==> config.mk <==
export PLATFORM = sky130hd
export DESIGN_NAME = cache_line_maint
export DESIGN_NICKNAME = d
export VERILOG_FILES = /design/src/clm_pkg.sv /design/src/line_size_query.sv /design/src/flush_addr_gen.sv /design/src/cache_line_maint.sv
export VERILOG_INCLUDE_DIRS = /design/src /design/src/src
export SDC_FILE = /design/constraint.sdc
export NUM_CORES = 1
export LEC_CHECK = 0
export ABC_AREA = 1
export BUFFER_PORTS_ARGS = -buffer_cell sky130_fd_sc_hd__buf_2
export CORE_ASPECT_RATIO = 1.25
export CORE_MARGIN = 4
export CORE_UTILIZATION = 35
export DETAILED_ROUTE_END_ITERATION = 6
export PLACE_DENSITY_LB_ADDON = 0.25
export SYNTH_ARGS = -nofsm -noshare
export SYNTH_HDL_FRONTEND = slang
export SYNTH_SLANG_ARGS = --single-unit
==> constraint.sdc <==
create_clock -name i_mclk -period 12.1 [get_ports i_mclk]
set_input_delay 1.21 -clock i_mclk [delete_from_list [all_inputs] [get_ports i_mclk]]
set_output_delay 1.21 -clock i_mclk [all_outputs]
set_load 0.03 [all_outputs]
==> src/clm_consts.svh <==
`ifndef CLM_CONSTS_SVH
`define CLM_CONSTS_SVH

// ==========================================================================
// Register byte offsets
`define CLM_OFF_CTRL     12'h000
`define CLM_OFF_OPA      12'h004
`define CLM_OFF_OPB      12'h008
`define CLM_OFF_INSTR    12'h00c
`define CLM_OFF_RESULT   12'h010
`define CLM_OFF_EA       12'h014
`define CLM_OFF_STATUS   12'h018
`define CLM_OFF_MASK     12'h01c
`define CLM_OFF_DSISR    12'h020

// ==========================================================================
// Field positions
`define CLM_CTRL_DR      0
`define CLM_CTRL_IR      1
`define CLM_CTRL_IOSEG   4
`define CLM_ST_DONE      0
`define CLM_ST_DSI       1
`define CLM_ST_MCK       2
`define CLM_ST_BUSY      8
`define CLM_DSISR_FIRST  31

// ==========================================================================
// Reset values
`define CLM_RST_WORD     32'h0000_0000
`define CLM_RST_MASK     3'h0

// ==========================================================================
// Instruction encodings and line size limits
`define CLM_OP_PRIMARY   6'h1f
`define CLM_XO_QUERY     10'h213
`define CLM_XO_FLUSH     10'h076
`define CLM_SEL_ICACHE   5'h0c
`define CLM_SEL_DCACHE   5'h0d
`define CLM_SEL_MIN      5'h0e
`define CLM_SEL_MAX      5'h0f
`define CLM_LINE_MIN     32'h0000_0040
`define CLM_LINE_MAX     32'h0000_1000

`endif

==> src/clm_pkg.sv <==
package clm_pkg;

    // ======================================================================
    // Sequencer states, one-hot
    typedef enum logic [3:0] {
        ST_IDLE   = 4'h1,
        ST_EXEC   = 4'h2,
        ST_XLATE  = 4'h4,
        ST_LOOKUP = 4'h8
    } fsm_type;

    // Instruction word, bit 0 of the format is the msb
    typedef struct packed {
        logic [5:0] op;
        logic [4:0] target_reg_field;
        logic [4:0] base_reg_field;
        logic [4:0] index_reg_field;
        logic [9:0] xo;
        logic       record_bit;
    } instr_type;

    typedef struct packed {
        logic        ack;
        logic        valid;
        logic        tlb_miss;
        logic        real_bad;
        logic [31:0] raddr;
    } xlate_rsp_type;

    typedef struct packed {
        logic ack;
        logic dc_hit;
        logic dc_dirty;
        logic ic_hit;
    } cache_rsp_type;

    typedef struct packed {
        fsm_type     st;
        logic        data_relocate_bit;
        logic        instr_relocate_bit;
        logic [3:0]  io_seg;
        logic [31:0] opa;
        logic [31:0] opb;
        logic [31:0] instr;
        logic [31:0] result;
        logic [31:0] ea;
        logic [31:0] raddr;
        logic        xl_bad;
        logic [2:0]  stat;
        logic [2:0]  mask;
        logic [31:0] dsisr;
        logic [31:0] prdata;
        logic        pready;
        logic        pslverr;
        logic        irq;
        logic        xl_req;
        logic        xl_load;
        logic        lk_req;
        logic        wb_go;
        logic        inv_go;
        logic        ref_go;
        logic        gpr_we;
        logic [4:0]  gpr_idx;
        logic [31:0] gpr_data;
    } state_type;

endpackage : clm_pkg

==> src/line_size_query.sv <==
`timescale 1ns/10ps
`default_nettype none
`include "clm_consts.svh"

module line_size_query #(
    parameter logic [31:0] ILINE = 32'h0000_0080,
    parameter logic [31:0] DLINE = 32'h0000_0040
) (
    input  wire logic [4:0]  i_sel,
    output logic      [31:0] o_size
);
    // Keep every reported size inside the legal window
    function automatic logic [31:0] clamp(input logic [31:0] v);
        if (v < `CLM_LINE_MIN) begin
            return `CLM_LINE_MIN;
        end
        if (v > `CLM_LINE_MAX) begin
            return `CLM_LINE_MAX;
        end
        return v;
    endfunction : clamp

    logic [31:0] ic;
    logic [31:0] dc;
    assign ic = clamp(ILINE);
    assign dc = clamp(DLINE);

    always_comb begin
        case (i_sel)
            `CLM_SEL_ICACHE: o_size = ic;
            `CLM_SEL_DCACHE: o_size = dc;
            `CLM_SEL_MIN:    o_size = (ic < dc) ? ic : dc;
            `CLM_SEL_MAX:    o_size = (ic > dc) ? ic : dc;
            default:         o_size = `CLM_RST_WORD;
        endcase
    end
endmodule : line_size_query
`default_nettype wire

==> src/flush_addr_gen.sv <==
`timescale 1ns/10ps
`default_nettype none

module flush_addr_gen (
    input  wire logic [4:0]  i_base_field,
    input  wire logic [31:0] i_opa,
    input  wire logic [31:0] i_opb,
    input  wire logic [3:0]  i_io_seg,
    output logic      [31:0] o_ea,
    output logic             o_io
);
    // A zero base field means a literal zero, not the register contents
    assign o_ea = ((i_base_field == 5'h00) ? 32'h0000_0000 : i_opa) + i_opb;
    // The top nibble selects the I/O segment
    assign o_io = (o_ea[31:28] == i_io_seg);
endmodule : flush_addr_gen
`default_nettype wire

==> src/cache_line_maint.sv <==
// What this block does
// Decode size query: op 31, xo 531
// Selectors 01100-01111 give I, D, min, max
// Other selectors give a zero result
// Reported sizes stay within 64..4096
// Query leaves exception register untouched
// Decode flush: op 31, xo 118
// Address is base plus index, zero base
// Nonzero base gets address back unless fault
// Relocation off: address used as real
// Relocation on: translate, ignore instruction relocation
// Modified data line starts its write-back
// Line present in either cache is invalidated
// No translation raises storage fault, sets bit
// Bad real address with data hit: machine check
// Translate as a load, no protection checks
// Look-aside miss sets the reference bit
// I/O address: no cache action, base written
// Flush leaves exception register untouched
// Software flushes, syncs, then refetches code
`timescale 1ns/10ps
`default_nettype none
`include "clm_consts.svh"

module cache_line_maint #(
    parameter logic [31:0] ILINE = 32'h0000_0080,
    parameter logic [31:0] DLINE = 32'h0000_0040
) (
    input  wire logic                   i_mclk,
    input  wire logic                   i_rst,
    input  wire logic                   i_psel,
    input  wire logic                   i_penable,
    input  wire logic                   i_pwrite,
    input  wire logic [11:0]            i_paddr,
    input  wire logic [31:0]            i_pwdata,
    output logic      [31:0]            o_prdata,
    output logic                        o_pready,
    output logic                        o_pslverr,
    output logic                        o_irq,
    output logic                        o_xl_req,
    output logic                        o_xl_load,
    output logic      [31:0]            o_xl_addr,
    input  wire clm_pkg::xlate_rsp_type i_xl,
    output logic                        o_lk_req,
    output logic      [31:0]            o_lk_addr,
    input  wire clm_pkg::cache_rsp_type i_lk,
    output logic                        o_wb_start,
    output logic                        o_inval,
    output logic                        o_ref_set,
    output logic                        o_gpr_we,
    output logic      [4:0]             o_gpr_idx,
    output logic      [31:0]            o_gpr_data
);
    // ======================================================================
    // Helpers
    function automatic clm_pkg::instr_type decode(input logic [31:0] w);
        return clm_pkg::instr_type'(w);
    endfunction : decode

    function automatic logic is_mapped(input logic [11:0] a);
        case (a)
            `CLM_OFF_CTRL, `CLM_OFF_OPA, `CLM_OFF_OPB, `CLM_OFF_INSTR,
            `CLM_OFF_RESULT, `CLM_OFF_EA, `CLM_OFF_STATUS, `CLM_OFF_MASK,
            `CLM_OFF_DSISR: return 1'b1;
            default:        return 1'b0;
        endcase
    endfunction : is_mapped

    clm_pkg::state_type s;
    clm_pkg::state_type n;
    clm_pkg::instr_type ins;
    logic [31:0]        qsize;
    logic [31:0]        ea_c;
    logic               io_c;
    logic               setup;
    logic               wr;
    logic               is_query;
    logic               is_flush;
    logic               base_nz;
    logic [2:0]         ev;
    logic [2:0]         w1c;
    logic [31:0]        rd_v;

    assign ins      = decode(s.instr);
    assign is_query = (ins.op == `CLM_OP_PRIMARY) && (ins.xo == `CLM_XO_QUERY);
    assign is_flush = (ins.op == `CLM_OP_PRIMARY) && (ins.xo == `CLM_XO_FLUSH);
    assign base_nz  = (ins.base_reg_field != 5'h00);
    assign setup    = i_psel & ~i_penable;
    assign wr       = i_psel & i_penable & s.pready & i_pwrite;

    line_size_query #(
        .ILINE (ILINE),
        .DLINE (DLINE)
    ) u_query (
        .i_sel  (ins.base_reg_field),
        .o_size (qsize)
    );

    flush_addr_gen u_addr (
        .i_base_field (ins.base_reg_field),
        .i_opa        (s.opa),
        .i_opb        (s.opb),
        .i_io_seg     (s.io_seg),
        .o_ea         (ea_c),
        .o_io         (io_c)
    );

    // ======================================================================
    // Next state
    always_comb begin
        n        = s;
        ev       = 3'h0;
        w1c      = 3'h0;
        n.wb_go  = 1'b0;
        n.inv_go = 1'b0;
        n.ref_go = 1'b0;
        n.gpr_we = 1'b0;

        // Read data is captured in the setup cycle so the port comes off a flop
        case (i_paddr)
            `CLM_OFF_CTRL:   rd_v = {24'h000000, s.io_seg, 2'h0,
                                     s.instr_relocate_bit, s.data_relocate_bit};
            `CLM_OFF_OPA:    rd_v = s.opa;
            `CLM_OFF_OPB:    rd_v = s.opb;
            `CLM_OFF_INSTR:  rd_v = s.instr;
            `CLM_OFF_RESULT: rd_v = s.result;
            `CLM_OFF_EA:     rd_v = s.ea;
            `CLM_OFF_STATUS: rd_v = {23'h000000, (s.st != clm_pkg::ST_IDLE),
                                     5'h00, s.stat};
            `CLM_OFF_MASK:   rd_v = {29'h00000000, s.mask};
            `CLM_OFF_DSISR:  rd_v = s.dsisr;
            default:         rd_v = `CLM_RST_WORD;
        endcase
        n.pready  = setup;
        n.pslverr = setup & ~is_mapped(i_paddr);
        if (setup) begin
            n.prdata = rd_v;
        end

        if (wr) begin
            case (i_paddr)
                `CLM_OFF_CTRL: begin
                    n.data_relocate_bit  = i_pwdata[`CLM_CTRL_DR];
                    n.instr_relocate_bit = i_pwdata[`CLM_CTRL_IR];
                    n.io_seg             = i_pwdata[`CLM_CTRL_IOSEG +: 4];
                end
                `CLM_OFF_OPA:    n.opa = i_pwdata;
                `CLM_OFF_OPB:    n.opb = i_pwdata;
                `CLM_OFF_STATUS: w1c = i_pwdata[2:0];
                `CLM_OFF_MASK:   n.mask = i_pwdata[2:0];
                `CLM_OFF_DSISR:  n.dsisr = i_pwdata;
                default: begin
                end
            endcase
        end

        case (s.st)
            clm_pkg::ST_IDLE: begin
                // A new instruction while one is running is dropped
                if (wr && (i_paddr == `CLM_OFF_INSTR)) begin
                    n.instr = i_pwdata;
                    n.st    = clm_pkg::ST_EXEC;
                end
            end
            clm_pkg::ST_EXEC: begin
                n.st = clm_pkg::ST_IDLE;
                // No exception register or condition field is touched here
                if (is_query) begin
                    n.result   = qsize;
                    n.gpr_we   = 1'b1;
                    n.gpr_idx  = ins.target_reg_field;
                    n.gpr_data = qsize;
                    ev[`CLM_ST_DONE] = 1'b1;
                end else if (is_flush) begin
                    n.ea     = ea_c;
                    n.xl_bad = 1'b0;
                    if (io_c) begin
                        // I/O space: nothing reaches the caches or memory
                        n.gpr_we   = base_nz;
                        n.gpr_idx  = ins.base_reg_field;
                        n.gpr_data = ea_c;
                        ev[`CLM_ST_DONE] = 1'b1;
                    end else if (s.data_relocate_bit) begin
                        n.xl_req  = 1'b1;
                        n.xl_load = 1'b1;
                        n.st      = clm_pkg::ST_XLATE;
                    end else begin
                        n.raddr  = ea_c;
                        n.lk_req = 1'b1;
                        n.st     = clm_pkg::ST_LOOKUP;
                    end
                end else begin
                    ev[`CLM_ST_DONE] = 1'b1;
                end
            end
            clm_pkg::ST_XLATE: begin
                if (i_xl.ack) begin
                    n.xl_req  = 1'b0;
                    n.xl_load = 1'b0;
                    if (!i_xl.valid) begin
                        // Faulted: the base register keeps its old value
                        n.dsisr[`CLM_DSISR_FIRST] = 1'b1;
                        ev[`CLM_ST_DSI]  = 1'b1;
                        ev[`CLM_ST_DONE] = 1'b1;
                        n.st             = clm_pkg::ST_IDLE;
                    end else begin
                        n.raddr  = i_xl.raddr;
                        n.xl_bad = i_xl.real_bad;
                        n.ref_go = i_xl.tlb_miss;
                        n.lk_req = 1'b1;
                        n.st     = clm_pkg::ST_LOOKUP;
                    end
                end
            end
            clm_pkg::ST_LOOKUP: begin
                if (i_lk.ack) begin
                    n.lk_req = 1'b0;
                    n.st     = clm_pkg::ST_IDLE;
                    if (s.xl_bad && i_lk.dc_hit) begin
                        ev[`CLM_ST_MCK] = 1'b1;
                    end else begin
                        n.wb_go  = i_lk.dc_hit & i_lk.dc_dirty;
                        n.inv_go = i_lk.dc_hit | i_lk.ic_hit;
                    end
                    n.gpr_we   = base_nz;
                    n.gpr_idx  = ins.base_reg_field;
                    n.gpr_data = s.ea;
                    ev[`CLM_ST_DONE] = 1'b1;
                end
            end
            default: begin
                n.st = clm_pkg::ST_IDLE;
            end
        endcase

        // A new event beats a clear in the same cycle
        n.stat = (s.stat & ~w1c) | ev;
        n.irq  = |(n.stat & n.mask);
    end

    always_ff @(posedge i_mclk or posedge i_rst) begin
        if (i_rst) begin
            s      <= '0;
            s.st   <= clm_pkg::ST_IDLE;
            s.mask <= `CLM_RST_MASK;
        end else begin
            s <= n;
        end
    end

    // ======================================================================
    // Outputs
    assign o_prdata   = s.prdata;
    assign o_pready   = s.pready;
    assign o_pslverr  = s.pslverr;
    assign o_irq      = s.irq;
    assign o_xl_req   = s.xl_req;
    assign o_xl_load  = s.xl_load;
    assign o_xl_addr  = s.ea;
    assign o_lk_req   = s.lk_req;
    assign o_lk_addr  = s.raddr;
    assign o_wb_start = s.wb_go;
    assign o_inval    = s.inv_go;
    assign o_ref_set  = s.ref_go;
    assign o_gpr_we   = s.gpr_we;
    assign o_gpr_idx  = s.gpr_idx;
    assign o_gpr_data = s.gpr_data;
endmodule : cache_line_maint
`default_nettype wire

==> flow_metrics.env, run 1 <==
export IMPL_outcome="finished, final reports clean"
export IMPL_period_share_pct=41.06
export IMPL_p_switching_uw=444.1
export IMPL_synth_edf_count=0
export IMPL_overflow=0
export IMPL_die_h_um=250.4
export IMPL_dieArea_um2=50560
export IMPL_critPathLaunchType="register"
export IMPL_wire_per_inst_um=20.48
export IMPL_drt_vias_per_instance=5.196
export IMPL_worstMarginPinSlew_ns=1.145
export IMPL_regToRegSetupSlack_ns=7.13
export IMPL_synth_top_area_share_pct=43.80
export IMPL_ys_warn_count=0
export IMPL_intPower_mw=1.545
export IMPL_yosysUniqueCellTypes=54
export IMPL_grt_usage_pct=22.50
export IMPL_crit_required_ns=12.54
export IMPL_yosysTopAreaCell="dfrtp_1"
export IMPL_cp_endpoint="o_lk_addr[31]"
export IMPL_core_um2=46350
export IMPL_ys_ff_latch=289
export IMPL_fin_skew_ns=0.02389
export IMPL_finalHoldViolCount=0
export IMPL_nets=2325
export IMPL_min_delay_start="o_lk_addr[9]"
export IMPL_drc_errors=0
export IMPL_post_cts_repair_setup_buffers=0
export IMPL_drv_slew=0
export IMPL_hold_path_class="register to register"
export IMPL_async_flop_share_pct=100.0
export IMPL_synth_avg_cell_area_um2=7.696
export IMPL_start_util_pct=35.49
export IMPL_antenna_found_initial=1
export IMPL_worstSetupStartpoint="ins[17]"
export IMPL_reg2reg_depth=24
export IMPL_grt_pass1_vias=14343
export IMPL_peakVddDrop_uv=88.74
export IMPL_fin_crit_ns=4.969
export IMPL_synthTopCellsByArea="dfrtp_1, nand2_1, o21ai_0"
export IMPL_place_congestion=0.9262
export IMPL_syn_area_um2=16450
export IMPL_cts_made_buffers=30
export IMPL_synth_ff_type="dfrtp_1"
export IMPL_grt_max_degree=89
export IMPL_drive_above_1_share_pct=15.86
export IMPL_combPwrFrac_pct=2.9
export IMPL_initialDrtViolationCount=1385
export IMPL_switching_share_pct=22.33
export IMPL_finalSetupViolCount=0
export IMPL_syn_num_nets=2259
export IMPL_cts_resized_gates=0
export IMPL_p_leak_nw=9.273
export IMPL_cap_violations=0
export IMPL_slew_headroom_pct=23.61
export IMPL_fillers=4931
export IMPL_rr_endpoint="o_lk_addr[31]"
export IMPL_rsz0062_at_grt="no"
export IMPL_p_per_area_nw_per_um2=109.1
export IMPL_num_rows=88
export IMPL_seqPwrFrac_pct=48.7
export IMPL_path_max_fanout=36
export IMPL_root_buffer="clkbuf_16"
export IMPL_worstPathArrival_ns=5.41
export IMPL_netlist_instances=2138
export IMPL_dp_hpwl_um=44560
export IMPL_area_delta_synth_final_pct=10.76
export IMPL_diodes=0
export IMPL_final_antenna_net_count=0
export IMPL_fmax_ghz=0.2013
export IMPL_pin_count=232
export IMPL_die_w_um=201.9
export IMPL_via_count=14839
export IMPL_h_tree_depth=1
export IMPL_finalPower_mw=1.989
export IMPL_seq_area_frac_synth_pct=43.96
export IMPL_cts_sinks=289
export IMPL_clkPwrFrac_pct=48.5
export IMPL_io_buffers=231
export IMPL_clock_path_buffers=3
export IMPL_insertion_delay_ns=0.58
export IMPL_cts_tree="done"
export IMPL_end_kind="register"
export IMPL_tns_ns=0
export IMPL_path_class="register to register"
export IMPL_r2r_start="ins[17]"
export IMPL_dr_pass1_iters=6
export IMPL_grt_pass1_wl_um=89000
export IMPL_routed_wl_um=58500
export IMPL_hold_buffers=0
export IMPL_clk_pin_slew_worst_paths_ns=0.06
cells in the mapped netlist, types with 9 or more instances:
library cell,n
nand2_1,641
dfrtp_1,288
o21ai_0,240
inv_1,221
buf_4,135
nand3_1,109
nor2_1,83
clkbuf_1,63
nand4_1,45
a21oi_1,34
ha_1,31
a211oi_1,19
a32o_1,19
o21ai_1,16
nor3_1,14
o22ai_1,12
xnor2_1,12
a22o_1,11
buf_2,11
nand2_2,11
nand3b_1,11
a21o_1,10
inv_2,10
xor2_1,10
o2111ai_1,9
flip-flops by register name, summed over array words and instances (netlist names):
signal,cells
o_prdata,32
ins,32
o_lk_req,1
o_wb_start,1
o_xl_req,1
o_irq,1
o_inval,1
o_pready,1
o_gpr_idx,5
s,115
o_xl_addr,32
o_ref_set,1
o_pslverr,1
o_lk_addr,32
o_gpr_we,1
o_gpr_data,32
cell families (layout without fill, tap and decap cells):
group | Yosys count | count (layout) | share of synthesized area, %
flip-flops | 289 | 289 | 43.96
adder cells (fa/ha/maj) | 32 | 32 | 2.479
AND/OR/NAND/NOR | 952 | 952 | 24.94
XOR/XNOR | 22 | 22 | 1.171
AO/OA/AOI/OAI | 391 | 391 | 13.77
buffers and inverters | 451 | 539 | 13.60
multiplexers | 1 | 1 | 0.06844
area by class of cell:
cell class                      instances  area (um2)  share of cell area [%]
Multi-Input combinational cell       1398        6989                   38.35
Clock buffer                           45       918.4                   5.039
Inverter                              236       895.9                   4.916
Timing Repair Buffer                  249        1291                   7.085
Sequential cell                       289        7233                   39.69
Clock inverter                          9       107.6                  0.5905
Tap cell                              630       788.3                   4.325
metal layers:
layer  part of all wire (%)  up-vias  track usage [%]
li1                       -     6998                -
met4                    2.9        0            6.721
met3                    7.1       95            3.405
met5                      0        -                0
met2                     44      619            34.85
met1                     46     7127            32.67
worst min path at each step:
| stage | cells past startpoint | endpoint | slack [ns] |
|---|---|---|---|
| finish | 2 | o_lk_addr[9] | 0.47 |
| global route | 2 | o_prdata[19] | 0.49 |
| CTS | 2 | o_lk_addr[9] | 0.47 |
| detailed placement | 2 | o_lk_addr[9] | 0.45 |
| global placement | 2 | o_lk_addr[11] | 0.45 |
| floorplan | 2 | o_lk_addr[10] | 0.44 |
worst max-delay path, stage by stage (launching register included):
cell      delay (ns)
dfrtp_1         0.44
nor2_2          0.18
nand4_2         0.80
nand2_1         0.26
inv_1           0.07
ha_1            0.21
fa_1            0.44
nand2_1         0.12
nand2_1         0.06
nand3b_1        0.08
nand2_1         0.11
nand2_1         0.10
nand2_2         0.10
nand2_2         0.10
nand2_1         0.07
nand2_1         0.09
nand3_1         0.07
nand2_1         0.08
nor2_2          0.05
nand2_4         0.20
nor2_8          0.09
inv_4           0.29
nand3_4         0.46
nand2_1         0.20
nand2_1         0.07
placed cells by master, fill, tap and decap left out, types with 3 or more instances in the layout:
cell and count:
a211oi_1 19, a21o_1 10, a21oi_1 34, a221oi_1 3
a22o_1 11, a31oi_1 6, a32o_1 19, and3_1 3
buf_2 231, buf_4 18, clkbuf_1 5, clkbuf_16 31
clkbuf_8 9, clkinv_1 4, clkinv_2 3, dfrtp_1 288
ha_1 31, inv_1 220, inv_2 10, nand2_1 641
nand2_2 11, nand3_1 108, nand3b_1 11, nand4_1 45
nor2_1 82, nor2_2 9, nor3_1 14, nor4_1 8
o2111ai_1 9, o211ai_1 8, o21ai_0 240, o21ai_1 16
o22ai_1 12, or2_2 5, xnor2_1 12, xor2_1 10
stage by stage:
stage               utilization, %  worst slack [ns]  hold WS (ns)  instances  cell area, um2
floorplan                        -             2.914        0.4431       2138           16450
global placement             37.10             7.385        0.4497       2802           17200
finish                       39.31             7.131        0.4663       2856           18220
detailed placement           37.10             7.213        0.4533       2802           17200
global route                 39.31             6.630        0.4888       2856           18220
CTS                          39.31             7.195        0.4679       2856           18220
power by group through the flow:
stage	clock network, mW	logic (mW)	registers [mW]
after floorplan	0	0.0254	0.987
after global placement	0	0.0579	0.986
after CTS	0.989	0.0595	0.968
after global routing	1.02	0.0653	0.967
after detailed placement	0	0.0593	0.986
final	0.964	0.0575	0.968
(Power assumes the default switching activity.)
==> run 2: changes to the inputs <==
==> constraint.sdc (replaced) <==
create_clock -name i_mclk -period 4.5 [get_ports i_mclk]
set_input_delay 0.45 -clock i_mclk [delete_from_list [all_inputs] [get_ports i_mclk]]
set_output_delay 0.45 -clock i_mclk [all_outputs]
set_load 0.03 [all_outputs]
==> flow_metrics.env, run 2 (synthesis results as in run 1) <==
export IMPL_largest_register="s"
export IMPL_grt_pass1_wl_um=89690
export IMPL_dieArea_um2=50560
export IMPL_dr_pass1_iters=5
export IMPL_p_switching_mw=1.276
export IMPL_combPwrFrac_pct=2.8
export IMPL_worstPathArrival_ns=4.60
export IMPL_regToRegSetupSlack_ns=0.38
export IMPL_p_per_area_nw_per_um2=308.3
export IMPL_path_max_fanout=37
export IMPL_cap_violations=0
export IMPL_overflow=0
export IMPL_h_tree_depth=1
export IMPL_final_antenna_net_count=0
export IMPL_seqCellArea_um2=7233
export IMPL_core_um2=46350
export IMPL_routed_wl_um=58640
export IMPL_clkPwrFrac_pct=51.5
export IMPL_cts_tree="done"
export IMPL_fillers=4820
export IMPL_antenna_found_initial=3
export IMPL_area_delta_synth_final_pct=12.16
export IMPL_outcome="finished, final reports clean"
export IMPL_end_kind="register"
export IMPL_root_buffer="clkbuf_16"
export IMPL_insertion_delay_ns=0.59
export IMPL_multiInputGateArea_um2=6999
export IMPL_start_util_pct=35.49
export IMPL_cts_sinks=289
export IMPL_p_leak_nw=9.383
export IMPL_slew_headroom_pct=30.07
export IMPL_switching_share_pct=22.42
export IMPL_die_h_um=250.4
export IMPL_drc_errors=0
export IMPL_peakVddDrop_uv=262.2
export IMPL_drive_above_1_share_pct=16.48
export IMPL_clk_pin_slew_worst_paths_ns=0.06
export IMPL_grt_usage_pct=22.53
export IMPL_crit_slowest_cell="dfrtp_1"
export IMPL_via_count=14627
export IMPL_tns_ns=0
export IMPL_die_w_um=201.9
export IMPL_grt_pass1_vias=14434
export IMPL_pin_count=232
export IMPL_rsz0062_at_grt="no"
export IMPL_cp_top_family="simple AND/OR/NAND/NOR gates"
export IMPL_path_common_cell="nand2_1"
export IMPL_clock_path_buffers=3
export IMPL_fmax_ghz=0.2426
export IMPL_largest_register_ffs=115
export IMPL_critPathMaxStageDelay_ns=0.45
export IMPL_place_congestion=0.9424
export IMPL_grt_max_degree=118
export IMPL_crit_chain="nor2_2 -> nand4_2 -> buf_4 -> nand2_1 -> inv_1 -> ha_1 -> nand2_1 -> inv_1 -> a21oi_1 -> nand2_1 -> a21oi_1 -> nand3_1 -> nand3_1 -> nand2_1 -> nor2_4 -> nand2_4 -> nand2_1 -> nand3_4 -> a21o_1"
export IMPL_worstMarginPinSlew_ns=1.048
export IMPL_hold_path_class="input pin to register"
export IMPL_drt_vias_per_instance=5.095
export IMPL_fin_skew_ns=0.01518
export IMPL_worstPathBufferInverterCount=3
export IMPL_layout_commonest_cell="nand2_1"
export IMPL_period_share_pct=91.61
export IMPL_finalSetupViolCount=0
export IMPL_crit_required_ns=4.97
export IMPL_num_rows=88
export IMPL_place_inst=2810
export IMPL_cts_made_buffers=31
export IMPL_io_buffers=231
export IMPL_seqPwrFrac_pct=45.7
export IMPL_mostFrequentLayoutCells="nand2_1, dfrtp_1, o21ai_0, buf_2, inv_1"
export IMPL_critPathLaunchType="register"
export IMPL_dp_hpwl_um=45060
export IMPL_path_class="register to register"
export IMPL_final_cells=2871
export IMPL_nets=2335
export IMPL_drv_slew=0
export IMPL_fin_crit_ns=4.122
export IMPL_finalHoldViolCount=0
export IMPL_initialDrtViolationCount=1263
export IMPL_intPower_mw=4.414
export IMPL_wire_per_inst_um=20.42
-- run 2: cell type report --
| cell class | count | share of cell area (%) |
|---|---|---|
| Tap cell | 630 | 4.271 |
| Timing Repair Buffer | 258 | 7.512 |
| Clock inverter | 21 | 1.742 |
| Inverter | 236 | 4.834 |
| Multi-Input combinational cell | 1398 | 37.93 |
| Sequential cell | 289 | 39.20 |
| Clock buffer | 37 | 4.488 |
| Antenna cell | 2 | 0.02712 |
-- run 2: tightest hold or removal path: stages --
cell and delay, ns:
buf_2 0.10, inv_1 0.04, nor2_1 0.04
-- run 2: repair_timing --
item | in CTS | in global routing
buffers inserted | 0 | 0
endpoints found under the hold margin | 9 | 0
hold buffers | 1 | 0
setup endpoints to repair | 0 | 8
gates resized for setup | 0 | 1
-- run 2: layer usage --
layer,wire [um],global-route usage (%),part of all wire (%),vias to the layer above
li1,-,-,-,7010
met3,3566,2.862,6.1,69
met5,0,0,0,-
met1,27460,33.11,47,7060
met4,1347,5.608,2.3,0
met2,26260,35.39,45,488
-- run 2: worst paths after layout --
path	start	end	cells past startpoint
max	ins[17]	o_gpr_data[16]	19
min	i_xl[33]	o_ref_set	3
max reg2reg	ins[17]	o_gpr_data[16]	19
min reg2reg	o_lk_addr[26]	o_lk_addr[26]	2
max in group asynchronous	i_rst	s[304]	4
min in group asynchronous	i_rst	o_lk_addr[0]	3
-- run 2: per-stage QoR --
step           instance area [um2]  power, mW  setup WS, ns  util, %  hold WS [ns]
2_1_floorplan                16460      2.722        0.2176        -        0.4431
3_5_place_dp                 17290      2.811        0.3285    37.29        0.4545
3_3_place_gp                 17290      2.809        0.3525    37.29        0.4492
4_1_cts                      18450      5.746        0.3252    39.79       0.05001
5_1_grt                      18450      5.869       0.03020    39.80       0.07256
6_report                     18450      5.689        0.3776    39.81       0.07139
-- run 2: power by group through the flow --
| stage | clock network (mW) | registers, mW | logic [mW] |
|---|---|---|---|
| 6_report | 2.93 | 2.60 | 0.157 |
| 5_1_grt | 3.09 | 2.60 | 0.179 |
| 4_1_cts | 2.98 | 2.60 | 0.163 |
| 3_5_place_dp | 0 | 2.65 | 0.161 |
| 3_3_place_gp | 0 | 2.65 | 0.159 |
| 2_1_floorplan | 0 | 2.65 | 0.0686 |
